--- src/ulrd_params.svh ---
/*
  Register map, field positions and reset values of the line resistor decoder.
  Assumes a 32-bit Avalon-MM slave with byte addresses.
*/
`ifndef ULRD_PARAMS_SVH
`define ULRD_PARAMS_SVH
`define ULRD_ADDR_W      4
`define ULRD_DATA_W      32
`define ULRD_OFS_CTRL    4'h0
`define ULRD_OFS_STAT    4'h4
`define ULRD_CTRL_SPD_LO 0
`define ULRD_CTRL_SPD_HI 1
`define ULRD_CTRL_TERM   2
`define ULRD_CTRL_OPM_LO 3
`define ULRD_CTRL_OPM_HI 4
`define ULRD_CTRL_DPREQ  5
`define ULRD_CTRL_DMREQ  6
`define ULRD_CTRL_W      7
`define ULRD_CTRL_RST    7'h61
`define ULRD_STAT_W      8
`endif

--- src/ulrd_unused_placeholder_removed.sv ---
/*
  Intentionally empty compilation unit.
  Assumes nothing.
*/
`timescale 1ns/1ps

--- src/ulrd_pkg.sv ---
/*
  Types shared by the line resistor decoder files.
  Assumes the constants of ulrd_params.svh.
*/
package ulrd_pkg;
  typedef enum logic [1:0] {
    ULRD_CLS_OFF    = 2'h0,
    ULRD_CLS_HOST   = 2'h1,
    ULRD_CLS_OTG    = 2'h3,
    ULRD_CLS_PERIPH = 2'h2
  } ulrd_class_t;
endpackage : ulrd_pkg

--- src/ulrd_reg_if.sv ---
/*
  Internal register access strobes between bus slave and register core.
  Assumes one clock; strobes are one-cycle pulses.
*/
`timescale 1ns/1ps
`include "ulrd_params.svh"
interface ulrd_reg_if;
  logic                    wr_stb;
  logic [`ULRD_ADDR_W-1:0] addr;
  logic [`ULRD_DATA_W-1:0] wdata;
  logic [3:0]              be;
  logic [`ULRD_DATA_W-1:0] rdata;
  modport bus
  (
    output wr_stb, addr, wdata, be,
    input  rdata
  );
  modport core
  (
    input  wr_stb, addr, wdata, be,
    output rdata
  );
endinterface : ulrd_reg_if

--- src/ulrd_avmm.sv ---
/*
  Avalon-MM slave front end with one fixed wait state per access.
  Assumes a master that holds its request until waitrequest is low.
*/
`timescale 1ns/1ps
`include "ulrd_params.svh"
module ulrd_avmm
  import ulrd_pkg::*;
(
  // Clock and reset
  input  wire logic                    clk_in,
  input  wire logic                    rst_in,
  // Avalon-MM
  input  wire logic [`ULRD_ADDR_W-1:0] avs_address_in,
  input  wire logic                    avs_read_in,
  input  wire logic                    avs_write_in,
  input  wire logic [`ULRD_DATA_W-1:0] avs_writedata_in,
  input  wire logic [3:0]              avs_byteenable_in,
  output logic      [`ULRD_DATA_W-1:0] avs_readdata_out,
  output logic                         avs_waitrequest_out,
  // Register core
  ulrd_reg_if.bus                      regs
);
  logic ack_q;
  logic req;
  assign req = avs_read_in | avs_write_in;
  assign avs_waitrequest_out = req & ~ack_q;
  assign regs.wr_stb = avs_write_in & ack_q;
  assign regs.addr = avs_address_in;
  assign regs.wdata = avs_writedata_in;
  assign regs.be = avs_byteenable_in;
  always_ff @(posedge clk_in or posedge rst_in)
  begin
    if (rst_in)
    begin
      ack_q            <= 1'b0;
      avs_readdata_out <= 32'h0000_0000;
    end
    else
    begin
      ack_q <= req & ~ack_q;
      if (avs_read_in & ~ack_q)
        avs_readdata_out <= regs.rdata;
    end
  end
endmodule : ulrd_avmm

--- src/ulrd_decode.sv ---
/*
  Enable equations for the internal line resistors, registered.
  Assumes field inputs from the control register of the same clock.
*/
`timescale 1ns/1ps
module ulrd_decode
(
  // Clock and reset
  input  wire logic       clk_in,
  input  wire logic       rst_in,
  // Control fields
  input  wire logic [1:0] speed_sel_in,
  input  wire logic       term_in,
  input  wire logic [1:0] opsel_in,
  input  wire logic       dp_req_in,
  input  wire logic       dm_req_in,
  // Resistor enables
  output logic            dp_pullup_on_out,
  output logic            dp_pulldn_on_out,
  output logic            dm_pulldn_on_out,
  output logic            hsterm_on_out
);
  logic drivers_off;
  assign drivers_off = (opsel_in == 2'h1);
  always_ff @(posedge clk_in or posedge rst_in)
  begin
    if (rst_in)
    begin
      dp_pullup_on_out <= 1'b0;
      dp_pulldn_on_out <= 1'b0;
      dm_pulldn_on_out <= 1'b0;
      hsterm_on_out    <= 1'b0;
    end
    else
    begin
      dp_pullup_on_out <= ~drivers_off & term_in & ~dp_req_in;
      dp_pulldn_on_out <= ~drivers_off & dp_req_in;
      dm_pulldn_on_out <= ~drivers_off & dm_req_in;
      hsterm_on_out    <= ~drivers_off & (speed_sel_in == 2'h0) & ~term_in;
    end
  end
endmodule : ulrd_decode

--- src/usb_line_resistor_decoder.sv ---
/*
  Line resistor decoder: control fields written over Avalon-MM are decoded
  into enables for the DP pull-up, DP and DM pull-downs and the high-speed
  terminations; a status word reports enables and the decoded state class.
  Assumes the link programs the fields; the analog front end follows
  the four enable outputs.
*/
`timescale 1ns/1ps
`include "ulrd_params.svh"
module usb_line_resistor_decoder
  import ulrd_pkg::*;
(
  // Clock and reset
  input  wire logic                    clk_in,
  input  wire logic                    rst_in,
  // Avalon-MM register slave
  input  wire logic [`ULRD_ADDR_W-1:0] avs_address_in,
  input  wire logic                    avs_read_in,
  input  wire logic                    avs_write_in,
  input  wire logic [`ULRD_DATA_W-1:0] avs_writedata_in,
  input  wire logic [3:0]              avs_byteenable_in,
  output logic      [`ULRD_DATA_W-1:0] avs_readdata_out,
  output logic                         avs_waitrequest_out,
  // Resistor enables to the analog front end
  output logic                         dp_pullup_on_out,
  output logic                         dp_pulldn_on_out,
  output logic                         dm_pulldn_on_out,
  output logic                         highspeed_termination_on_out
);
  ulrd_reg_if regs ();

  ulrd_avmm u_avmm
  (
    .clk_in              (clk_in),
    .rst_in              (rst_in),
    .avs_address_in      (avs_address_in),
    .avs_read_in         (avs_read_in),
    .avs_write_in        (avs_write_in),
    .avs_writedata_in    (avs_writedata_in),
    .avs_byteenable_in   (avs_byteenable_in),
    .avs_readdata_out    (avs_readdata_out),
    .avs_waitrequest_out (avs_waitrequest_out),
    .regs                (regs)
  );

  // Control register
  logic [`ULRD_CTRL_W-1:0] ctrl_q;
  logic [`ULRD_CTRL_W-1:0] ctrl_d;
  logic                    ctrl_sel;
  logic                    stat_sel;
  logic                    ctrl_wr;

  assign ctrl_sel = (regs.addr == `ULRD_OFS_CTRL);
  assign stat_sel = (regs.addr == `ULRD_OFS_STAT);
  assign ctrl_wr = regs.wr_stb & ctrl_sel & regs.be[0];
  assign ctrl_d = ctrl_wr ? regs.wdata[`ULRD_CTRL_W-1:0] : ctrl_q;

  // fields only change by link writes
  always_ff @(posedge clk_in or posedge rst_in)
  begin
    if (rst_in)
      ctrl_q <= `ULRD_CTRL_RST;
    else
      ctrl_q <= ctrl_d;
  end

  // Field views
  logic [1:0] transceiver_speed_sel;
  logic       termination_choice;
  logic [1:0] operating_select;
  logic       dp_low_request;
  logic       dm_low_request;

  assign transceiver_speed_sel =
    ctrl_q[`ULRD_CTRL_SPD_HI:`ULRD_CTRL_SPD_LO];
  assign termination_choice = ctrl_q[`ULRD_CTRL_TERM];
  assign operating_select = ctrl_q[`ULRD_CTRL_OPM_HI:`ULRD_CTRL_OPM_LO];
  assign dp_low_request = ctrl_q[`ULRD_CTRL_DPREQ];
  assign dm_low_request = ctrl_q[`ULRD_CTRL_DMREQ];

  ulrd_decode u_decode
  (
    .clk_in           (clk_in),
    .rst_in           (rst_in),
    .speed_sel_in     (transceiver_speed_sel),
    .term_in          (termination_choice),
    .opsel_in         (operating_select),
    .dp_req_in        (dp_low_request),
    .dm_req_in        (dm_low_request),
    .dp_pullup_on_out (dp_pullup_on_out),
    .dp_pulldn_on_out (dp_pulldn_on_out),
    .dm_pulldn_on_out (dm_pulldn_on_out),
    .hsterm_on_out    (highspeed_termination_on_out)
  );

  // State classification for status
  logic        mode_off;
  logic        mode_norm;
  logic        mode_chirp;
  logic        spd_hs;
  logic        spd_fs;
  logic        spd_ls;
  logic        hs_set;
  logic        pchirp_set;
  logic        fsr_set;
  logic        host_ok;
  logic        dev_ok;
  logic        pwrup_ok;
  logic        listed;
  ulrd_class_t state_class;

  assign mode_off = (operating_select == 2'h1);
  assign mode_norm = (operating_select == 2'h0);
  assign mode_chirp = (operating_select == 2'h2);
  assign spd_hs = (transceiver_speed_sel == 2'h0);
  assign spd_fs = (transceiver_speed_sel == 2'h1);
  assign spd_ls = (transceiver_speed_sel == 2'h2);
  assign hs_set = spd_hs & ~termination_choice & (mode_norm | mode_chirp);
  assign pchirp_set = spd_hs & termination_choice & mode_chirp;
  assign fsr_set = spd_fs & termination_choice & (mode_norm | mode_chirp);
  // speed X1b, 01b or 10b accepted
  assign host_ok = hs_set | (termination_choice & mode_norm &
                   (transceiver_speed_sel[0] | spd_ls)) |
                   (termination_choice & mode_chirp & (spd_fs | spd_ls));
  assign dev_ok = hs_set | pchirp_set | fsr_set;
  assign pwrup_ok = spd_fs & ~termination_choice & mode_norm;

  assign listed = mode_off |
                  (dp_low_request & dm_low_request & (host_ok | pwrup_ok)) |
                  (~dp_low_request & dev_ok);

  assign state_class = mode_off ? ULRD_CLS_OFF :
                       (dp_low_request ? ULRD_CLS_HOST :
                       (dm_low_request ? ULRD_CLS_OTG : ULRD_CLS_PERIPH));

  // Status word and read mux
  logic [`ULRD_STAT_W-1:0] stat_word;

  assign stat_word = {mode_off, ~listed, state_class,
                      highspeed_termination_on_out, dm_pulldn_on_out,
                      dp_pulldn_on_out, dp_pullup_on_out};

  assign regs.rdata = ctrl_sel ?
                      {{(`ULRD_DATA_W-`ULRD_CTRL_W){1'b0}}, ctrl_q} :
                      (stat_sel ?
                      {{(`ULRD_DATA_W-`ULRD_STAT_W){1'b0}}, stat_word} :
                      32'h0000_0000);

  logic past_ok_q;
  always_ff @(posedge clk_in or posedge rst_in)
  begin
    if (rst_in)
      past_ok_q <= 1'b0;
    else
      past_ok_q <= 1'b1;
  end
endmodule : usb_line_resistor_decoder

--- config.mk ---
export PLATFORM = sky130hd
export DESIGN_NAME = usb_line_resistor_decoder
export DESIGN_NICKNAME = d
export VERILOG_FILES = /design/src/ulrd_unused_placeholder_removed.sv /design/src/ulrd_pkg.sv /design/src/ulrd_reg_if.sv /design/src/ulrd_avmm.sv /design/src/ulrd_decode.sv /design/src/usb_line_resistor_decoder.sv
export VERILOG_INCLUDE_DIRS = /design/src /design/src/src
export SDC_FILE = /design/constraint.sdc
export NUM_CORES = 1
export LEC_CHECK = 0
export BUFFER_PORTS_ARGS = -buffer_cell sky130_fd_sc_hd__buf_2
export CELL_PAD_IN_SITES_DETAIL_PLACEMENT = 0
export CELL_PAD_IN_SITES_GLOBAL_PLACEMENT = 1
export CORE_ASPECT_RATIO = 0.9
export CORE_MARGIN = 2
export CORE_UTILIZATION = 31
export DETAILED_ROUTE_END_ITERATION = 10
export PLACE_DENSITY_LB_ADDON = 0.1
export SLEW_MARGIN = 20
export SYNTH_ARGS = -nofsm -noshare
export SYNTH_HDL_FRONTEND = slang
export SYNTH_SLANG_ARGS = --single-unit
--- constraint.sdc ---
create_clock -name clk_in -period 4.3 [get_ports clk_in]
set_clock_uncertainty 0.2 [all_clocks]
set_input_delay 0.215 -clock clk_in [delete_from_list [all_inputs] [get_ports clk_in]]
set_output_delay 0.215 -clock clk_in [all_outputs]
set_load 0.005 [all_outputs]
==> impl_results.md <==
* Worst R2R Start: ctrl_q[0]
* Seq/Total Area, Yosys at 43.5%
* First-pass GRT wire length at 3.27 mm
* Status: completed
* Post-Syn Area at 1160 sq um
* Finished layout cell area at 1380 sq um
* Area leader, netlist: dfrtp_1
* Fraction of layout cells with a size suffix above 1 at 28.4%
* Max FO, Critical Path at 3
* Flop pwr share at 50.8%
* Worst vdd ir at 0.000110 V
* Post-synth EDFFs at 0
* Reg2Reg Depth at 6
* Slew headroom at 47.7%
* Clock Path Buffers at 2
* Max Slew Vio Count at 0
* Die footprint at 4240 sq um
* Area after DPL at 1240 sq um
* Final Wtd Congestion at 0.727
* Num Clock Sinks at 20
* Clock transition at the registers of the reported paths at 70 ps
* Syn avg cell area at 10.3 sq um
* Initial core utilization at 31.7%
* Pint at 0.338 mW
* Antenna Diode Count at 0
* Clock Power Share at 30.7%
* Synth cell types at 25
* Largest net degree at the start of global routing at 21
* Top Ports at 81
* Dpl hpwl at 1.62 mm
* Primary FF master, synth: dfrtp_1
* Final net count at 196
* Post-synth ARST share at 100%
* Routed Antenna Nets at 0
* Main area contributors after synthesis: dfrtp_1 37%, buf_4 16%, dfstp_2 6.8%
* Worst Setup Path Type: register to register
* Overall routed net length at 2.06 mm
* Synth Instances at 112
* Switching share of power at 26.6%
* P&R area growth vs syn at 19.0%
* Clk_lat worst skew at 250 ps
* Sw Pwr at 0.122 mW
* Post-route DRC violation count at 0
* Critical Path RT at 4280 ps
* Synth warnings at 0
* Post-CTS sizing at 0
* H-Tree Depth at 1
* Design Power at 0.460 mW
* Startpoint types: register
* Setup_tns at 0 ps
* Arrival time at the worst endpoint at 1850 ps
* WL/cell at 10.6 microns
* TritonCTS clock tree: done
* Avg Vias per Cell at 4.13
* Final Hold Fails at 0
* Initial antenna violation count at 0
* Leakage Power at 0.687 nW
* Power per cell area at 334 nW/um^2
* Die height at 62.0 microns
* Core Rows at 21
* RSZ-0062 raised after global routing: false
* Min Tclk post-route at 1870 ps
* Crit end category: register
* Crit path to: u_avmm.avs_readdata_out[6]
* Reg2Reg Setup Slack at 2430 ps
* Logic pwr share at 18.6%
* Gr usage total at 10.7%
* Origin of the worst setup path: ctrl_q[0]
* Port bufs at 28
* Fmax at 536 MHz
* Max cap viols at 0
* Vias in the first global route at 743
* DRT iter0 DRCs at 14
* Final setup viols at 0
* Routed vias at 802
* Core ar. at 3650 sq um
* Synth top area share at 36.7%
* Total global routing overflow at 0
* Root buffer cell: clkbuf_8
* Die W at 68.4 microns
* Inserted Clock Buffers at 3
* Pre-antenna DRT Iters at 4
* #FFs+latches synth at 20
* Least-Margin Pin Slew at 783 ps
* Crit share post-route at 43.4%
* Hold Crit Class: primary input to register
* FF-to-FF End: u_avmm.avs_readdata_out[6]
* Fin cells at 194
* Placed Instances at 182
## power groups by stage
stage | logic (mW) | clock network, mW | registers, mW
3_5_place_dp | 0.0812 | 0 | 0.238
3_3_place_gp | 0.0798 | 0 | 0.236
6_report | 0.0854 | 0.141 | 0.234
4_1_cts | 0.0870 | 0.148 | 0.234
2_1_floorplan | 0.0710 | 0 | 0.229
5_1_grt | 0.0992 | 0.159 | 0.237
## cells in the mapped netlist (all sizes together) (2+ instances only)
library cell	count
dfrtp	17
o21ai	10
nand2	12
dfstp	3
nor2	5
buf	25
inv	3
ha	3
a22oi	4
a21oi	2
nor3b	2
clkbuf	2
mux2	5
nand2b	4
nor2b	6
## repair_timing
action | 4_1_cts | 5_1_grt
endpoints found under the hold margin | 24 | 0
setup buffers | 0 | 0
hold buffers | 8 | 0
## kinds of logic after synthesis
| group | synth area share (%) |
|---|---|
| compound gates | 11.4 |
| fa+ha+maj | 3.24 |
| buf+inv | 18.1 |
| flops | 43.5 |
| mux | 6.48 |
| other cells | 0.324 |
| simple gates | 16.8 |
## final cells by class
cell class | count | area (sq um)
multi-input combinational | 85 | 531
sequential | 20 | 504
fill | 372 | 2270
timing repair buffer | 36 | 220
clock buffer | 4 | 55.1
inverter | 3 | 11.3
tap | 46 | 57.6
## metal layers
| layer | share of wire, % | vias up | track usage, % |
|---|---|---|---|
| li1 | - | 399 | - |
| met1 | 44 | 372 | 12.9 |
| met2 | 49 | 31 | 17.9 |
| met3 | 6.7 | 0 | 2.16 |
| met4 | 0 | 0 | 6.00 |
| met5 | 0 | - | 0 |
## critical path: stages, from the launching register on
cell,delay [ps]
dfstp_2,560
inv_1,70
ha_1,290
nor2b_1,100
o21ai_0,100
a221o_1,370
a21oi_1,120
## registers in the layout (all words and copies together) (netlist names)
register,flops
u_avmm.avs_readdata_out,8
ctrl_q,7
u_avmm.ack_q,1
u_decode.dp_pullup_on_out,1
u_decode.dm_pulldn_on_out,1
u_decode.hsterm_on_out,1
u_decode.dp_pulldn_on_out,1
## how the worst min path moves through the flow
stage,startpoint,end,slack [ps],cells after the start
3_3_place_gp,rst_in,u_avmm.avs_readdata_out[5],190,2
2_1_floorplan,rst_in,ctrl_q[1],-20,1
3_5_place_dp,rst_in,u_avmm.avs_readdata_out[4],200,2
4_1_cts,avs_read_in,u_avmm.ack_q,30,3
6_report,avs_write_in,u_avmm.ack_q,40,3
5_1_grt,avs_read_in,u_avmm.ack_q,50,3
## layout by cell type, fill, tap and decap left out, drive strengths merged
master,count
nor2,5
ha,3
nor4,1
inv,3
conb,24
nor3b,2
nand2b,4
nor2b,6
a21oi,2
mux2,5
a22o,1
o21a,1
o21ai,10
a221o,1
a22oi,4
dfrtp,17
dlygate4sd3,8
dfstp,3
buf,28
clkbuf,4
and4,1
a2bb2oi,1
a211oi,1
nand2,12
nor4b,1
## metrics by stage
stage          utilization [%]  setup slack [ps]  hold WS, ps
5_1_grt                   37.8              2350         47.4
4_1_cts                   37.8              2420         29.5
3_3_place_gp              34.1              2230          190
6_report                  37.8              2430         36.4
2_1_floorplan                -              2560        -23.4
3_5_place_dp              34.1              2240          197
Power figures use the tool's default switching activity.
